--- src/verilog/ctp_pkg.sv ---
// shared constants and state type for the compact ten-bit timer
package ctp_pkg;
	localparam int ADDR_W = 3;
	localparam int DATA_W = 8;
	localparam int CNT_W = 10;
	localparam int PSC_W = 6;

	// byte register map
	localparam logic [ADDR_W-1:0] ADDR_CTRL0 = 3'h0;
	localparam logic [ADDR_W-1:0] ADDR_CTRL1 = 3'h1;
	localparam logic [ADDR_W-1:0] ADDR_CNT_LO = 3'h2;
	localparam logic [ADDR_W-1:0] ADDR_CNT_HI = 3'h3;
	localparam logic [ADDR_W-1:0] ADDR_CMPA_LO = 3'h4;
	localparam logic [ADDR_W-1:0] ADDR_CMPA_HI = 3'h5;
	localparam logic [ADDR_W-1:0] ADDR_FLAGS = 3'h6;

	// control byte zero fields
	localparam int C0_ON = 3;
	localparam int C0_RP_LSB = 0;
	localparam int C0_RP_MSB = 2;
	localparam int C0_CKS_LSB = 4;
	localparam int C0_CKS_MSB = 6;
	// control byte one fields
	localparam int C1_MODE_LSB = 6;
	localparam int C1_MODE_MSB = 7;
	localparam int C1_ACT_LSB = 4;
	localparam int C1_ACT_MSB = 5;
	localparam int C1_OC = 3;
	localparam int C1_POL = 2;
	localparam int C1_DPX = 1;
	localparam int C1_CCLR = 0;
	// flag byte fields
	localparam int FLAG_A_BIT = 0;
	localparam int FLAG_P_BIT = 1;

	localparam logic [1:0] MODE_CMP = 2'h0;
	localparam logic [1:0] MODE_UNDEF = 2'h1;
	localparam logic [1:0] MODE_PWM = 2'h2;
	localparam logic [1:0] MODE_TMR = 2'h3;

	// pin action codes, compare mode and pwm mode readings
	localparam logic [1:0] ACT_NONE = 2'h0;
	localparam logic [1:0] ACT_LOW = 2'h1;
	localparam logic [1:0] ACT_HIGH = 2'h2;
	localparam logic [1:0] ACT_TOGGLE = 2'h3;
	localparam logic [1:0] ACT_FORCE_INACT = 2'h0;
	localparam logic [1:0] ACT_FORCE_ACT = 2'h1;
	localparam logic [1:0] ACT_WAVE = 2'h2;

	// counter clock divider masks
	localparam logic [2:0] CKS_DIV4 = 3'h0;
	localparam logic [2:0] CKS_DIV1 = 3'h1;
	localparam logic [2:0] CKS_DIV16 = 3'h2;
	localparam logic [PSC_W-1:0] MASK_DIV1 = 6'h00;
	localparam logic [PSC_W-1:0] MASK_DIV4 = 6'h03;
	localparam logic [PSC_W-1:0] MASK_DIV16 = 6'h0f;
	localparam logic [PSC_W-1:0] MASK_DIV64 = 6'h3f;

	localparam logic [CNT_W-1:0] CNT_MAX = 10'h3ff;
	localparam logic [CNT_W:0] FULL_PERIOD = 11'h400;
	localparam logic [DATA_W-1:0] REG_RESET = 8'h00;

	typedef struct packed {
		logic [PSC_W-1:0] psc;
		logic [CNT_W-1:0] count;
		logic [DATA_W-1:0] ctrl0;
		logic [DATA_W-1:0] ctrl1;
		logic [CNT_W-1:0] cmpA;
		logic flagA;
		logic flagP;
		logic evtA;
		logic evtP;
		logic pinLvl;
		logic pinOut;
		logic pinOe;
		logic onPrev;
		logic [DATA_W-1:0] rdData;
	} ctp_state_s;
endpackage : ctp_pkg

--- src/verilog/ctp_timer.sv ---
// compact ten-bit timer with compare output, timer and edge-aligned pwm modes
// Behaviour
// - compare A split low byte, high bits 1..0
// - count readable as bytes, upper bits zero
// - mode code selects compare, pwm, timer
// - clear low: P match or overflow clears
// - clear high: A match clears, no P flag
// - A value zero: overflow, no A flag
// - compare mode pin moves only on A or counter-on rising edge
// - A match drives high, low, toggles
// - counter-on rising edge restores initial pin level
// - timer mode counts alike, pin unused
// - pwm ignores clear selector, swap bit decides
// - swap zero: period P times 128
// - swap one: period A, duty P
// - duty at least period gives full active
// - pwm raises both flags on matches
// - level bit polarity, action, invert bit
// - pwm counting continues while pin forced
// - compare action codes none, low, high, toggle
// - pwm action codes inactive, active, waveform
// - P is the top three bits of a compare value whose low seven bits are zero
`timescale 1ns/10ps
`default_nettype none
module ctp_timer (
	input wire logic clk,
	input wire logic arst_n,
	input wire logic [ctp_pkg::ADDR_W-1:0] addr,
	input wire logic [ctp_pkg::DATA_W-1:0] wrData,
	input wire logic wrStb,
	input wire logic rdStb,
	output logic [ctp_pkg::DATA_W-1:0] rdData,
	output logic pinOut,
	output logic pinOe,
	output logic matchAEvt,
	output logic matchPEvt
);
	import ctp_pkg::*;

	ctp_state_s st_reg;
	ctp_state_s st_next;

	logic onBit;
	logic [2:0] rp;
	logic [2:0] cks;
	logic [1:0] mode;
	logic [1:0] pinAct;
	logic oc;
	logic pol;
	logic dpx;
	logic cclr;
	logic pwmMode;
	logic cmpMode;
	logic onRise;
	logic [PSC_W-1:0] divMask;
	logic tick;
	logic [CNT_W:0] cntPlus;
	logic [CNT_W:0] pEdge;
	logic hitA;
	logic hitP;
	logic ovf;
	logic clrByA;
	logic clearNow;
	logic evA;
	logic evP;
	logic [CNT_W-1:0] countNext;
	logic [CNT_W:0] duty;
	logic pwmActive;
	logic pwmLvl;
	logic pwmPin;
	logic cmpPinNext;

	assign onBit = st_reg.ctrl0[C0_ON];
	assign rp = st_reg.ctrl0[C0_RP_MSB:C0_RP_LSB];
	assign cks = st_reg.ctrl0[C0_CKS_MSB:C0_CKS_LSB];
	assign mode = st_reg.ctrl1[C1_MODE_MSB:C1_MODE_LSB];
	assign pinAct = st_reg.ctrl1[C1_ACT_MSB:C1_ACT_LSB];
	assign oc = st_reg.ctrl1[C1_OC];
	assign pol = st_reg.ctrl1[C1_POL];
	assign dpx = st_reg.ctrl1[C1_DPX];
	assign cclr = st_reg.ctrl1[C1_CCLR];
	assign pwmMode = (mode == MODE_PWM);
	assign cmpMode = (mode == MODE_CMP);
	assign onRise = onBit && !st_reg.onPrev;

	// counter clock is a one-cycle enable taken from a free prescaler
	always_comb begin
		unique case (cks)
			CKS_DIV4: divMask = MASK_DIV4;
			CKS_DIV1: divMask = MASK_DIV1;
			CKS_DIV16: divMask = MASK_DIV16;
			default: divMask = MASK_DIV64;
		endcase
	end
	assign tick = onBit && ((st_reg.psc & divMask) == divMask);

	// matches are judged on the value the counter is about to reach
	assign cntPlus = {1'b0, st_reg.count} + 11'h001;
	assign hitA = (cntPlus == {1'b0, st_reg.cmpA});
	assign pEdge = {1'b0, rp, 7'h00};
	assign hitP = (rp != 3'h0) && (cntPlus == pEdge);
	assign ovf = (st_reg.count == CNT_MAX);

	// pwm takes the clearing comparator from the swap bit only
	assign clrByA = pwmMode ? dpx : cclr;
	assign clearNow = clrByA ? (hitA || ((st_reg.cmpA == 10'h000) && ovf))
		: (hitP || ((rp == 3'h0) && ovf));
	// the edge that restarts the counter judges nothing: the old count is stale
	assign evA = tick && hitA && !onRise;
	assign evP = tick && !onRise && (hitP || ((rp == 3'h0) && ovf))
		&& (pwmMode || !cclr);

	always_comb begin
		if (onRise) begin
			countNext = '0;
		end else if (tick) begin
			countNext = clearNow ? '0 : cntPlus[CNT_W-1:0];
		end else begin
			countNext = st_reg.count;
		end
	end

	// duty compare; when duty reaches or passes the period the level never drops
	always_comb begin
		if (dpx) begin
			duty = (rp == 3'h0) ? FULL_PERIOD : pEdge;
		end else begin
			duty = {1'b0, st_reg.cmpA};
		end
	end
	assign pwmActive = ({1'b0, countNext} < duty);
	assign pwmLvl = pwmActive ? oc : !oc;

	always_comb begin
		unique case (pinAct)
			ACT_FORCE_INACT: pwmPin = !oc;
			ACT_FORCE_ACT: pwmPin = oc;
			ACT_WAVE: pwmPin = pwmLvl;
			default: pwmPin = !oc;
		endcase
	end

	always_comb begin
		cmpPinNext = st_reg.pinLvl;
		if (onRise) begin
			cmpPinNext = oc;
		end else if (cmpMode && evA) begin
			unique case (pinAct)
				ACT_NONE: cmpPinNext = st_reg.pinLvl;
				ACT_LOW: cmpPinNext = 1'b0;
				ACT_HIGH: cmpPinNext = 1'b1;
				ACT_TOGGLE: cmpPinNext = !st_reg.pinLvl;
			endcase
		end
	end

	always_comb begin
		st_next = st_reg;
		st_next.psc = st_reg.psc + 6'h01;
		st_next.onPrev = onBit;
		st_next.count = countNext;
		st_next.evtA = evA;
		st_next.evtP = evP;
		st_next.pinLvl = cmpPinNext;
		if (pwmMode) begin
			st_next.pinOut = pwmPin ^ pol;
		end else if (cmpMode) begin
			st_next.pinOut = cmpPinNext ^ pol;
		end else begin
			st_next.pinOut = 1'b0;
		end
		st_next.pinOe = pwmMode || cmpMode;
		if (wrStb) begin
			unique case (addr)
				ADDR_CTRL0: st_next.ctrl0 = wrData;
				ADDR_CTRL1: st_next.ctrl1 = wrData;
				ADDR_CMPA_LO: st_next.cmpA[7:0] = wrData;
				ADDR_CMPA_HI: st_next.cmpA[9:8] = wrData[1:0];
				ADDR_FLAGS: begin
					if (wrData[FLAG_A_BIT]) begin
						st_next.flagA = 1'b0;
					end
					if (wrData[FLAG_P_BIT]) begin
						st_next.flagP = 1'b0;
					end
				end
				default: ;
			endcase
		end
		// set after the clear so a same-cycle event survives
		if (evA) begin
			st_next.flagA = 1'b1;
		end
		if (evP) begin
			st_next.flagP = 1'b1;
		end
		st_next.rdData = REG_RESET;
		if (rdStb) begin
			unique case (addr)
				ADDR_CTRL0: st_next.rdData = st_reg.ctrl0;
				ADDR_CTRL1: st_next.rdData = st_reg.ctrl1;
				ADDR_CNT_LO: st_next.rdData = st_reg.count[7:0];
				ADDR_CNT_HI: st_next.rdData = {6'h00, st_reg.count[9:8]};
				ADDR_CMPA_LO: st_next.rdData = st_reg.cmpA[7:0];
				ADDR_CMPA_HI: st_next.rdData = {6'h00, st_reg.cmpA[9:8]};
				ADDR_FLAGS: st_next.rdData = {6'h00, st_reg.flagP, st_reg.flagA};
				default: st_next.rdData = REG_RESET;
			endcase
		end
	end

	always_ff @(posedge clk or negedge arst_n) begin
		if (!arst_n) begin
			st_reg <= '0;
		end else begin
			st_reg <= st_next;
		end
	end

	assign rdData = st_reg.rdData;
	assign pinOut = st_reg.pinOut;
	assign pinOe = st_reg.pinOe;
	assign matchAEvt = st_reg.evtA;
	assign matchPEvt = st_reg.evtP;
endmodule : ctp_timer
`default_nettype wire
--- config.mk ---
export PLATFORM = sky130hd
export DESIGN_NAME = ctp_timer
export DESIGN_NICKNAME = d
export VERILOG_FILES = /design/src/verilog/ctp_pkg.sv /design/src/verilog/ctp_timer.sv
export SDC_FILE = /design/constraint.sdc
export NUM_CORES = 1
export LEC_CHECK = 0
export BUFFER_PORTS_ARGS = -buffer_cell sky130_fd_sc_hd__buf_4
export CAP_MARGIN = 20
export CORE_ASPECT_RATIO = 1.75
export CORE_UTILIZATION = 65
export DETAILED_ROUTE_END_ITERATION = 12
export GPL_TIMING_DRIVEN = 0
export PLACE_DENSITY = 0.84
export SLEW_MARGIN = 20
export SYNTH_ARGS = -nofsm -noshare
export SYNTH_HDL_FRONTEND = slang
export SYNTH_SLANG_ARGS = --single-unit
--- constraint.sdc ---
create_clock -name clk -period 7.8 [get_ports clk]
set_clock_uncertainty 0.1 [all_clocks]
set_input_delay 1.56 -clock clk [delete_from_list [all_inputs] [get_ports clk]]
set_output_delay 1.56 -clock clk [all_outputs]
set_load 0.1 [all_outputs]
# Word level (Yosys, flattened, before mapping)
# Index checks and enable logic that the tools add are counted.
[word_totals] out_inout_bits=12 elab_cells=99 input_bits=15 regBits=58
[op_classes] n_lt_le_gt_ge=1 bitwise=3 addsub=2 n_reduce_logical=39 n_eq_ne=16 muxes=23
[op_table] op="$pmux 8 s7" count=1
[op_table] op="$mux 10" count=3
[op_table] op="$eq 11x10->1" count=2
[op_table] op="$mux 11" count=2
[op_table] op="$pmux 6 s3" count=1
[op_table] op="$reduce_bool 2->1" count=6
[op_table] op="$add 10x1->11 const B" count=1
[op_table] op="$logic_and 1x1->1" count=11
[op_table] op="$lt 10x11->1" count=1
[op_table] op="$mux 1" count=11
[op_table] op="$eq 10x10->1 const B" count=1
[op_table] op="$logic_not 10->1" count=1
[op_table] op="$eq 3x2->1 const B" count=3
[op_table] op="$eq 3x3->1 const B" count=3
[op_table] op="$logic_not 3->1" count=3
[op_table] op="$mux 8" count=1
[op_table] op="$reduce_and 2->1" count=4
[op_table] op="$add 6x1->6 const B" count=1
[op_table] op="$and 6x6->6" count=1
[op_table] op="$eq 2x2->1 const B" count=3
[op_table] op="$eq 3x1->1 const B" count=2
[op_table] op="$eq 6x6->1" count=1
[op_table] op="$reduce_and 3->1" count=2
[op_table] op="$logic_not 1->1" count=5
[op_table] op="8 further kinds" count=14

# Longest topological paths before layout
# Gate-level depths: netlist of the first run.
[depth] depth_word=13 depth_mapped=22 ltp_nobuf=20

# Least setup slack after synthesis of the first run
# Ideal clock, no wire load.
[synth_timing] kind="register -> register" start="register st_reg[43] (netlist bit)" end="register st_reg (netlist bit pinOut)" required_ns=7.575 stages_incl_launch_ff=23 t_arrival_ns=4.509 path_slack_ns=3.066 setup_time_ns=0.125 period_less_slack_ns=4.734 n_path_buf=2 path_cell_list="dfrtp_1 ha_1 buf_2 nand4_1 or4_1 o21ai_0 mux2i_1 o31a_1 a32oi_1 buf_2 o21ai_0 a21oi_1 nor2_1 ha_1 a21o_1 a21oi_1 o221ai_1 o21ai_0 mux2i_1 o211ai_1 o21ai_2 a211oi_2 mux2_4"
[synth_lines] element="from (decl)" line="ctp_timer.sv:40" rtl="ctp_state_s st_reg;"
[synth_lines] element="from (signal assigned)" line="ctp_timer.sv:216" rtl="st_reg <= st_next;"

==> run summary, run 1 <==
The final setup TNS is 0 ns. The number of clock buffers inserted by TritonCTS came out at 9. The initial core utilization came out at 68.56%. The post-synthesis cell area came out at 3891 um^2. In this run the static leakage power is 1.932 nW. The detail-routed via count per cell came out at 6.480. Setup repair after global routing left no endpoint under its margin. The peak supply drop came out at 0.1795 mV.

The placeable core region is 5675 um^2. By startpoint and endpoint, the worst setup path is classified as reg -> reg. The adder and majority gate portion of the synthesized area is 4.180%. The number of global-route vias before repair is 3489. The placer's final routability congestion estimate came out at 0.9448. The die area is 6312 um^2. The mean post-synth cell area came out at 9.445 um^2.

The data arrival time of the critical path came out at 6.25 ns. The first-iteration detailed-routing DRC count came out at 206. The startpoint identified for the worst hold timing path is st_reg[52]$_DFF_PN0_. The detailed-router iteration count before antenna repair is 5. The total wirelength of the detailed-routed design is 10960 um. The number of nets in the final layout came out at 475. The number of distinct library cells after synthesis came out at 63. The horizontal extent of the die is 60.49 um. The max-cap violation count came out at 0.

The wire length of the first global-routing pass is 17600 um. The largest net degree at the start of global routing came out at 59. The endpoint type of the worst setup path is a flip-flop.

The simple-gate area share of the yosys netlist came out at 20.87%. The path with the worst hold slack has its endpoint at st_reg[52]$_DFF_PN0_. Summing all placed instances gives a cell area of 4170 um^2. At the later pin of the worst-skew pair, clock insertion delay measures 0.34 ns. In this run the worst path has a maximum fanout of 10. The main combinational cell family by area after synthesis is simple AND/OR/NAND/NOR gates.

The number of nets handed over by synthesis was 440. The cts-stage hold buffer count is 0. The share of async-settable or async-resettable flops after synthesis came out at 100.0%. Summed over its instances, the top area cell type makes up 37.30% of the synthesized netlist area. The worst path required time is 7.93 ns. The flop-to-flop setup slack is 1.67 ns. The area growth from synthesis to final layout came out at 12.41%. The synthesized netlist cell count came out at 412. The relative slew slack is 45.35%. The worst reg2reg path endpoint is pinOut$_DFF_PN0_. The share of the yosys chip area belonging to registers is 37.30%. The number of ports placed on the die boundary is 27. The number of remaining DRC errors came out at 0.

Setup violations remaining at the end of the flow were counted as 0. The final period demand of the worst path is 6.127 ns. Traced cell by cell, the critical path runs through ha_1, buf_2, nand4_1, nor2_1, nor2_1, a2111oi_0, nand4_1, a32oi_1, buf_2, o21ai_0, a21oi_1, nor2_1, ha_1, a21o_1, a21oi_1, o221ai_1, o21ai_0, mux2i_1, o211ai_1, o21ai_2, a211oi_2, mux2_4. After synthesis, the cell types taking the most area are dfrtp_1 (37%), mux2_2 (6.1%), ha_1 (4.2%), mux2i_1 (4.1%), xnor2_1 (3.8%). The placed wire-length estimate is 8104 um. The TritonCTS clock tree is done.

The die is 104.4 um tall. The count of antenna diodes in the layout is 0. The area fraction in compound gates after synthesis is 15.59%.

The number of stages on the worst hold path is 1. The power density of the placed cells came out at 234.6 nW/um^2. The post-synthesis xor/xnor area fraction came out at 5.177%. Dividing the detail-routed wire length by the instance count gives 20.80 um. The count of port buffers added during placement is 23. The total count of max-transition violations in the final report was 0. Across all hold checks on the routed design, the worst slack comes to 0.3791 ns.

The number of antenna violations at the first check in global routing came out at 0. Post-CTS timing repair inserted 0 buffers for setup. The total number of vias is 3415.

The total power consumption of the routed design is 0.001026 W. The number of flip-flops under the largest register name came out at 31. By instance count, the leading cell after synthesis is dfrtp_1. No sink is reached through more buffers than the 2 on the longest clock path. The fraction of layout cells with a size suffix above 1 came out at 19.96%. dfrtp_1 takes more of the synthesized area than any other cell.

The largest stage delay on the critical path is 0.56 ns. Counting flops with a built-in enable in the synthesized netlist gives 0. The final critical path takes up 78.55% of the cycle. The count of cells along the worst register-to-register path came out at 22. STA classifies the critical path startpoint as a flip-flop. At the pin with the least slew margin, the transition time is 0.8087 ns. The portion of netlist area occupied by mux cells came out at 11.16%. The H-tree depth reported by CTS is 3. The site row count is 36. The main flop type after synthesis is dfrtp_1. Based on the critical path, the design can be clocked at up to 0.1632 GHz. Summed over all layers, the global routing overflow is 0. Among the stages of the critical path, the cell type that occurs most often is nor2_1. The flow ran to the end, and the final reports show no timing, DRC or antenna violations. By count the netlist is led by dfrtp_1 (58), nor2_1 (29), o21ai_0 (29). Once layout is done, the placed cells without fillers occupy 4374 um^2. The number of hold violations in the final report is 0. After clock tree synthesis, the repair step resized 0 gates. During synthesis, Yosys emitted a total of 0 warnings. The count of nets left with antenna violations after detail routing came out at 0. In this run the critical register-to-register path is launched from st_reg[43]$_DFF_PN0_. Global routing used 39.17% of the available tracks across all layers. The slowest stage of the critical path is the a2111oi_0 cell. The tightest min-delay check is of the reg -> reg type.

The master cell of the clock root buffer is clkbuf_8. The register bit count reported by yosys came out at 58. The register clock-pin slew on the reported worst setup and hold paths came out at 0.07 ns. The number of clock sinks seen by CTS came out at 58.
==> per-stage QoR <==
step | setup slack (ns) | util [%] | cells
3_5_place_dp | 1.905 | 73.48 | 512
2_1_floorplan | 3.066 | - | 412
3_3_place_gp | 1.963 | 73.28 | 511
4_1_cts | 1.825 | 77.07 | 527
5_1_grt | 1.535 | 77.07 | 527
6_report | 1.673 | 77.07 | 527
==> cell families (layout without fill, tap and decap cells) <==
family / Yosys count / in the layout
buffers and inverters: 46 / 85
and+or+nand+nor: 143 / 143
AOI/OAI and AO/OA: 90 / 90
DFF: 58 / 58
xor gates and xnor gates: 23 / 23
muxes: 39 / 39
adders and majority gates: 13 / 13
==> worst max-delay path, delay by kind of cell (launching register included) <==
kind	cells	cell delay [ns]
AOI/OAI and AO/OA	11	2.77
DFF	1	0.53
and+or+nand+nor	5	1.05
muxes	2	0.43
adders and majority gates	2	0.59
buffers and inverters	2	0.53
==> placed cells by master (no fill, tap or decap), types with 6 or more instances in the layout <==
cell / count
buf_4: 35
nor2_1: 29
ha_1: 13
dfrtp_1: 58
nand2_1: 24
nand2b_1: 6
nand4_1: 11
clkbuf_1: 17
nor2b_1: 8
mux2i_1: 16
inv_1: 12
mux2_2: 21
nand3_1: 18
xnor2_1: 17
o21ai_0: 29
clkbuf_8: 12
xor2_1: 6
a21oi_1: 24
and2_1: 8
nor3_1: 7
==> worst max-delay path by stage <==
stage,from,endpoint,slack [ns],cells after the start
after floorplan,st_reg[43]$_DFF_PN0_,pinOut$_DFF_PN0_,3.07,22
after global placement,st_reg[43]$_DFF_PN0_,pinOut$_DFF_PN0_,1.96,22
after detailed placement,st_reg[43]$_DFF_PN0_,pinOut$_DFF_PN0_,1.91,22
after CTS,st_reg[43]$_DFF_PN0_,pinOut$_DFF_PN0_,1.83,22
after global routing,st_reg[43]$_DFF_PN0_,pinOut$_DFF_PN0_,1.53,22
final,st_reg[43]$_DFF_PN0_,pinOut$_DFF_PN0_,1.67,22
==> power breakdown <==
group	total [W]	internal (W)	switching, W
logic	0.000330	0.000132	0.000198
clock network	0.000289	0.000172	0.000118
registers	0.000407	0.000343	0.0000642
==> area by class of cell <==
| class | count | area, um^2 |
|---|---|---|
| Sequential cell | 58 | 1451 |
| Inverter | 13 | 48.80 |
| Timing Repair Buffer | 24 | 177.7 |
| Tap cell | 76 | 95.09 |
| Multi-Input combinational cell | 308 | 2223 |
| Buffer | 33 | 173.9 |
| Clock buffer | 13 | 168.9 |
| Fill cell | 430 | 1301 |
| Clock inverter | 2 | 35.03 |
==> layer usage <==
| layer | global-route usage [%] | routed length, um | up-vias |
|---|---|---|---|
| met5 | 0 | 0 | - |
| met4 | 29.87 | 811 | 0 |
| met3 | 13.06 | 825 | 68 |
| met2 | 61.07 | 5574 | 185 |
| met1 | 41.59 | 3748 | 1606 |
| li1 | - | - | 1556 |
No activity file was read; power rests on OpenSTA's default activity.
==> run 2, diff against run 1 <==
--- a/config.mk
+++ b/config.mk
@@ -8,10 +8,10 @@
 export BUFFER_PORTS_ARGS = -buffer_cell sky130_fd_sc_hd__buf_4
 export CAP_MARGIN = 20
 export CORE_ASPECT_RATIO = 1.75
-export CORE_UTILIZATION = 65
+export CORE_UTILIZATION = 55
 export DETAILED_ROUTE_END_ITERATION = 12
 export GPL_TIMING_DRIVEN = 0
-export PLACE_DENSITY = 0.84
+export PLACE_DENSITY = 0.76
 export SLEW_MARGIN = 20
 export SYNTH_ARGS = -nofsm -noshare
 export SYNTH_HDL_FRONTEND = slang
==> constraint.sdc (replaced) <==
create_clock -name clk -period 5 [get_ports clk]
set_clock_uncertainty 0.1 [all_clocks]
set_input_delay 1 -clock clk [delete_from_list [all_inputs] [get_ports clk]]
set_output_delay 1 -clock clk [all_outputs]
set_load 0.1 [all_outputs]
==> run 2 against run 1 <==
Effect of this change:
- register-to-register slack worse by 1.7 ns
- clock power up 110%
- core utilization down 7.1 points
- setup slack worse by 1.7 ns
- critical path depth down 1
- largest cell class unchanged
- highest routed layer unchanged
==> run summary, run 2 (synthesis results as in run 1) <==
The placer's final routability congestion estimate is 0.9448 (unchanged). The final global-route overflow total is 0 (unchanged). The count of antenna diodes in the layout is 0 (unchanged). The total wirelength of the detailed-routed design came to 11100 um (+1.3%). Compared with the post-synthesis result, the final layout area differs by 23.38%. The actual transition at the worst max-transition pin came out at 0.8328 ns (+0.02417 ns). The maximum number of buffers from clock root to sink was 2 (unchanged). The worst hold path belongs to the class reg -> reg.

The flow ran to the end, and the final reports show no timing, DRC or antenna violations. The total number of vias was 3499 (+2.5%). The utilization after layout is 70.02% (-7.1 points). The master of the slowest instance on the critical path is dfrtp_2. The number of clock buffers inserted by TritonCTS came out at 9 (unchanged). The share of the clock period used by the worst path came out at 99.66% (+21 points).

The wire length of the first global-routing pass is 17010 um (-3.3%). The clock insertion delay at the later pin of the skew report is 0.34 ns (about the same). The number of nets in the final layout came out at 497 (+4.6%). The worst path required time was 5.12 ns (-2.81 ns).

The final period demand of the worst path came out at 4.983 ns (-1.144 ns). The overall die height came to 113.3 um (+8.5%). The first-iteration detailed-routing DRC count came out at 314 (+52%). The count of fill cells added during filler insertion came to 529 (+23%). Setup repair after global routing could not meet its margin everywhere. The largest stage delay on the critical path is 0.45 ns (-0.11 ns). The total global routing track utilization is 31.54% (-7.6 points).

The detailed-router iteration count before antenna repair is 6 (+1). The leakage power came to 2.106 nW (+9.0%). The number of antenna violations at the first check in global routing is 0 (unchanged). The critical path is of the reg -> reg type.

The fraction of layout cells with a size suffix above 1 is 28.90% (+8.9 points). The critical path goes through buf_6, a211oi_2, a31oi_1, or3_4, or3b_1, o31a_1, a32oi_4, buf_6, o21ai_1, a21oi_1, nor2_2, ha_1, a21o_1, a21oi_2, o221ai_2, o21ai_1, mux2i_1, o211ai_1, o21ai_2, a211oi_2, mux2_4. Leaving out fill and tap cells, the most frequent cell in the layout is dfrtp_1. The largest fanout on the critical path is 7 (-3). The number of hold violations in the final report was 0 (unchanged). The placeable core region came out at 6857 um^2 (+21%). The number of global-route vias before repair is 3424 (-1.9%). The routed length per placed instance was 19.89 um (-4.4%). The total power consumption of the routed design came out at 0.001810 W (+76%).

The endpoint type of the worst setup path is a flip-flop. The H-tree depth reported by CTS came out at 3 (unchanged). The count of nets left with antenna violations after detail routing is 0 (unchanged). The power density of the placed cells is 377.1 nW/um^2 (+61%).

The largest net degree at the start of global routing came out at 59 (unchanged). The initial core utilization is 56.75% (-12 points). The worst-case hold slack came out at 0.3753 ns (-0.003797 ns). The placed wire-length estimate is 7896 um (-2.6%).

Clock tree synthesis selected as its root buffer the cell clkbuf_16. The count of port buffers added during placement is 23 (unchanged). The critical path launch point type is a flip-flop. The number of remaining DRC errors came out at 0 (unchanged).

The relative slew slack is 43.72% (-1.6 points). The TritonCTS clock tree is done. The peak supply drop is 0.3499 mV (+95%). The total count of max-transition violations in the final report is 0 (unchanged). The number of ports placed on the die boundary is 27 (unchanged).

The max-cap violation count is 0 (unchanged). The horizontal extent of the die came to 65.59 um (+8.4%). The die area came out at 7429 um^2 (+18%). The site row count came out at 40 (+11%). The detail-routed via count per cell is 6.271 (-3.2%).

The register clock-pin slew on the reported worst setup and hold paths is 0.06 ns (about the same). The data arrival time of the critical path came out at 5.10 ns (-1.15 ns). The maximum clock frequency came to 0.2007 GHz (+23%). The number of flip-flops under the largest register name is 31 (unchanged).

The number of clock sinks seen by CTS was 58 (unchanged). The setup-violating endpoint count in the final report is 0 (unchanged). In the layout the commonest cells are dfrtp_1 (57), buf_4 (52), nor2_1 (26).
-- run 2: cell types whose count changed in the layout (fill, tap and decap cells not counted), sizes merged --
cell      delta
buf         +22
clkinv       +1
clkbuf       -3
clkinvlp     +3
-- run 2: what timing repair did --
action                     CTS  global route
resized for setup           15            32
setup endpoints to repair    1             1
hold buffers                 0             0
gates cloned                 0             0
pin swaps                    8            29
setup buffers                9            13
-- run 2: report_power, final --
group	switching [W]	leakage, nW	total (W)	internal, W
registers	0.000100	0.731	0.000636	0.000536
clock network	0.000217	0.141	0.000615	0.000398
logic	0.000323	1.23	0.000560	0.000237
-- run 2: path summary, 6_finish.rpt --
path / from / slack, ns / cells after the start / end
setup / recovery: st_reg[43]$_DFF_PN0_ / 0.02 / 21 / pinOut$_DFF_PN0_
hold / removal: st_reg[56]$_DFF_PN0_ / 0.38 / 1 / st_reg[56]$_DFF_PN0_
setup reg to reg: st_reg[43]$_DFF_PN0_ / 0.02 / 21 / pinOut$_DFF_PN0_
hold reg to reg: st_reg[56]$_DFF_PN0_ / 0.38 / 1 / st_reg[56]$_DFF_PN0_
max in group asynchronous: arst_n / 3.64 / 1 / st_reg[43]$_DFF_PN0_
min in group asynchronous: arst_n / 0.62 / 1 / rdData[6]$_DFF_PN0_
-- run 2: worst max-delay path, delay by kind of cell, from the launching register on --
kind | cells | cell delay, ns
buffers and inverters | 2 | 0.32
AND/OR/NAND/NOR | 3 | 0.87
AO/OA/AOI/OAI | 13 | 2.35
multiplexers | 2 | 0.42
adder cells (fa/ha/maj) | 1 | 0.34
flip-flops | 1 | 0.45
-- run 2: layout make-up --
| type | instances | area (um^2) | area share (%) |
|---|---|---|---|
| Clock buffer | 10 | 239.0 | 4.978 |
| Timing Repair Buffer | 46 | 357.8 | 7.454 |
| Sequential cell | 58 | 1453 | 30.26 |
| Buffer | 33 | 197.7 | 4.118 |
| Tap cell | 84 | 105.1 | 2.189 |
| Multi-Input combinational cell | 308 | 2333 | 48.61 |
| Clock inverter | 6 | 66.31 | 1.381 |
| Inverter | 13 | 48.80 | 1.016 |
-- run 2: through the flow --
stage | TNS (ns) | cells | instance area [um^2] | worst slack [ns]
after detailed placement | -0.7964 | 520 | 4180 | -0.7964
after floorplan | 0 | 412 | 3891 | 0.2663
after global placement | -0.7537 | 519 | 4169 | -0.7537
after CTS | 0 | 545 | 4611 | 0.01580
final | 0 | 558 | 4801 | 0.01715
after global routing | -0.1363 | 558 | 4801 | -0.1363
-- run 2: layer usage --
layer	up-vias	track usage [%]	part of all wire, %	wire [um]
li1	1603	-	-	-
met1	1698	33.73	36	3993
met2	143	53.06	52	5752
met3	55	5.847	5.3	584
met4	0	24.49	6.9	766
met5	-	0	0	0
==> run 3, diff against run 2 <==
--- a/config.mk
+++ b/config.mk
@@ -5,13 +5,15 @@
 export SDC_FILE = /design/constraint.sdc
 export NUM_CORES = 1
 export LEC_CHECK = 0
+export ABC_AREA = 1
 export BUFFER_PORTS_ARGS = -buffer_cell sky130_fd_sc_hd__buf_4
 export CAP_MARGIN = 20
 export CORE_ASPECT_RATIO = 1.75
-export CORE_UTILIZATION = 55
+export CORE_UTILIZATION = 50
 export DETAILED_ROUTE_END_ITERATION = 12
 export GPL_TIMING_DRIVEN = 0
-export PLACE_DENSITY = 0.76
+export HOLD_SLACK_MARGIN = 0.03
+export PLACE_DENSITY = 0.7
 export SLEW_MARGIN = 20
 export SYNTH_ARGS = -nofsm -noshare
 export SYNTH_HDL_FRONTEND = slang
==> run 3 against run 2 <==
Effect of this change:
- critical endpoint unchanged
- synthesized cell count up 10%
- hold slack worse by 0.026 ns
- global-route usage down 3.1 points
- clock power up 14%
- synthesized area down 12%
- largest cell class unchanged
- sequential power down 4.9%
==> run summary, run 3 <==
The total instance count after detailed placement came to 563 (+8.3%). The horizontal extent of the die is 64.49 um (-1.7%). The cell area after placement came out at 3715 um^2 (-11%).

The min-delay analysis places its worst path in the category reg -> reg. The number of clock sinks seen by CTS is 58 (unchanged). The largest net degree at the start of global routing came out at 59 (unchanged). The fraction of layout cells with a size suffix above 1 is 13.08% (-16 points). The area growth from synthesis to final layout is 18.75%. The count of instances resized after the clock tree is built is 0 (-15). The wire length of the first global-routing pass came out at 15150 um (-11%).

The initial core utilization came out at 51.87% (-4.9 points). The worst setup path is launched from a flip-flop. The critical path class is reg -> reg. The maximum number of buffers from clock root to sink came out at 2 (unchanged).

The register bit count reported by yosys is 58 (unchanged). Sorting the synthesized cells by how often they occur yields nand2_1 (126), dfrtp_1 (58), inv_1 (57). The total global routing track utilization is 28.45% (-3.1 points). The finished layout cell area came to 4058 um^2 (-15%). The placer's final routability congestion estimate is 0.9612 (+1.7%). The number of global-route vias before repair is 3241 (-5.3%).

For this run, the leading register cell type out of synthesis is dfrtp_1. The share of the clock period used by the worst path is 85.32% (-14 points). The count of cells along the worst register-to-register path came to 24 (+14%). Yosys instantiated no cell more often than nand2_1. The number of hold violations in the final report came out at 0 (unchanged). The clock insertion delay at the later pin of the skew report is 0.33 ns (about the same).

The peak supply drop was 0.3566 mV (+1.9%). The number of nets in the final layout came out at 520 (+4.6%). The max-cap violation count came out at 0 (unchanged). The detail-routed via count per cell is 5.615 (-10%). The number of distinct library cells after synthesis came out at 33 (-48%). The maximum clock frequency was 0.2344 GHz (+17%). In the layout the commonest cells are nand2_1 (126), dfrtp_1 (58), inv_1 (57).

The count of nets left with antenna violations after detail routing came out at 0 (unchanged). The multi-input combinational cell area is 1650 um^2 (-29%). The post-synthesis cell area came out at 3417 um^2 (-12%). The overall die height came out at 111.4 um (-1.7%). The total wirelength of the detailed-routed design is 9111 um (-18%).

The biggest area contributor in the post-synthesis netlist is dfrtp_1. The final setup TNS came out at 0 ns (unchanged). The worst path required time is 5.12 ns (about the same). The number of nets produced by synthesis came out at 483 (+9.8%).

The number of clock buffers inserted by TritonCTS came to 9 (unchanged). The tree is rooted in a clkbuf_16. The die area came to 7182 um^2 (-3.3%). Ranked by total cell area, the synthesized netlist is headed by dfrtp_1 (42%), nand2_1 (14%), inv_1 (6.3%), nand3_1 (5.3%), o21ai_0 (5.3%).

The placeable core region came out at 6588 um^2 (-3.9%). The total number of vias came out at 3251 (-7.1%). The H-tree depth reported by CTS came out at 3 (unchanged). The actual transition at the worst max-transition pin came to 0.8695 ns (+0.03667 ns). The routed length per placed instance came out at 15.74 um (-21%).

The number of flip-flops under the largest register name is 31 (unchanged). The worst-case hold slack was 0.3491 ns (-0.02628 ns). The first-iteration detailed-routing DRC count is 190 (-39%). The number of ports placed on the die boundary came out at 27 (unchanged). The final global-route overflow total is 0 (unchanged).

The register clock-pin slew on the reported worst setup and hold paths came out at 0.05 ns (about the same). The number of stages on the worst hold path is 1 (unchanged). The run finished with clean final reports. The count of port buffers added during placement was 26 (+13%).

The placed wire-length estimate came out at 6997 um (-11%). The share of the yosys chip area belonging to registers came out at 42.48% (+5.2 points). The number of antenna violations at the first check in global routing came out at 0 (unchanged). The filler-free cell count of the finished design came out at 579 (+3.8%). The mean post-synth cell area came to 7.510 um^2 (-20%). The site row count is 39 (-2.5%).

The area share of the leading cell type in the synthesized netlist came out at 42.48% (+5.2 points). The setup-violating endpoint count in the final report came out at 0 (unchanged). The library cell used most frequently in the layout, excluding fill and tap cells, is nand2_1. The largest fanout on the critical path came out at 9 (+2). The power density of the placed cells is 416.5 nW/um^2 (+10%). The cts-stage hold buffer count is 0 (unchanged). Setup repair after global routing left no endpoint under its margin. TritonCTS built the clock tree. The total count of max-transition violations in the final report was 0 (unchanged).

The relative slew slack came to 42.03% (-1.7 points). The leakage power came out at 2.102 nW (-0.20%). The number of setup buffers added after CTS came out at 0 (-9).

The worst setup path is captured at a flip-flop. The data arrival time of the critical path is 4.38 ns (-0.72 ns). The number of synthesized flops with an enable pin is 0 (unchanged). The final period demand of the worst path came to 4.266 ns (-0.7168 ns). The synthesized netlist cell count is 455 (+10%). The number of remaining DRC errors is 0 (unchanged). The sequential cell area came out at 1451 um^2 (about the same). The detailed-router iteration count before antenna repair is 5 (-1). The number of warning messages in the yosys log is 0 (unchanged). The count of antenna diodes in the layout is 0 (unchanged). The share of async-settable or async-resettable flops after synthesis is 100.0% (unchanged). The count of fill cells added during filler insertion is 613 (+16%).
## run 3: changes by cell type after synthesis, moves of 13 or more
| cell | previous run | this run |
|---|---|---|
| mux2_2 | 21 | 0 |
| nand2_1 | 24 | 126 |
| xnor2_1 | 17 | 4 |
| inv_1 | 12 | 57 |
| mux2i_1 | 16 | 0 |
| nand3_1 | 18 | 36 |
## run 3: final cells by class
cell class,instances,share of cell area (%)
clock inverters,7,2.899
flip-flops and latches,58,35.77
well taps,82,2.529
inverters,62,5.735
multi-input cells,321,40.67
clock buffers,9,5.550
repair buffers,26,4.810
plain buffers,14,2.035
## run 3: kinds of logic after synthesis
logic type / count (synthesis) / synth area share (%)
AO/OA/AOI/OAI: 81 / 13.80
XOR/XNOR: 6 / 1.538
adder cells (fa/ha/maj): 13 / 4.760
buffers and inverters: 76 / 9.228
flip-flops: 58 / 42.48
AND/OR/NAND/NOR: 221 / 28.19
## run 3: through the flow
stage          total power [W]  util, %  worst slack [ns]
6_report              0.001690    61.60            0.7339
4_1_cts               0.001694    61.60            0.7615
5_1_grt               0.001768    61.60            0.4251
2_1_floorplan        0.0008704        -             1.667
3_3_place_gp         0.0009823    56.39            0.8759
3_5_place_dp         0.0009897    56.39            0.8642
## run 3: layer usage
metal  vias up  routed length (um)  GRT usage [%]  part of all wire [%]
met2       113                4851          48.28                    53
li1       1566                   -              -                     -
met1      1525                3268          30.26                    36
met3        47                 426          6.250                   4.7
met5         -                   0              0                     0
met4         0                 564          20.44                   6.2
## run 3: worst paths after layout
path	to	slack, ns	start
max reg2reg	pinOut$_DFF_PN0_	0.73	st_reg[43]$_DFF_PN0_
max in group asynchronous	rdData[6]$_DFF_PN0_	3.70	arst_n
max	pinOut$_DFF_PN0_	0.73	st_reg[43]$_DFF_PN0_
min reg2reg	st_reg[52]$_DFF_PN0_	0.35	st_reg[52]$_DFF_PN0_
min	st_reg[52]$_DFF_PN0_	0.35	st_reg[52]$_DFF_PN0_
min in group asynchronous	st_reg[45]$_DFF_PN0_	0.62	arst_n
## run 3: worst max-delay path: stages (launching register included)
cell and delay (ns):
dfrtp_1 0.45, ha_1 0.29, nand2_4 0.12, nor2_8 0.15
nand4_1 0.21, nand3_1 0.16, nor2_1 0.06, nand2_1 0.10
nand3_2 0.08, a21oi_1 0.71, a32oi_1 0.19, nor2_1 0.19
ha_1 0.27, a21oi_1 0.16, nor2_1 0.05, nor2_1 0.11
nor2_1 0.06, a21oi_1 0.19, nand2_1 0.08, nand2_1 0.06
nand3_1 0.06, nand2_1 0.08, nand3_1 0.07, nand3_1 0.09
nand2_1 0.06
## run 3: power by group
part | internal [W] | switching, W | leakage [nW]
Combinational | 0.000125 | 0.000259 | 1.19
Clock | 0.000486 | 0.000215 | 0.169
Sequential | 0.000532 | 0.0000736 | 0.746
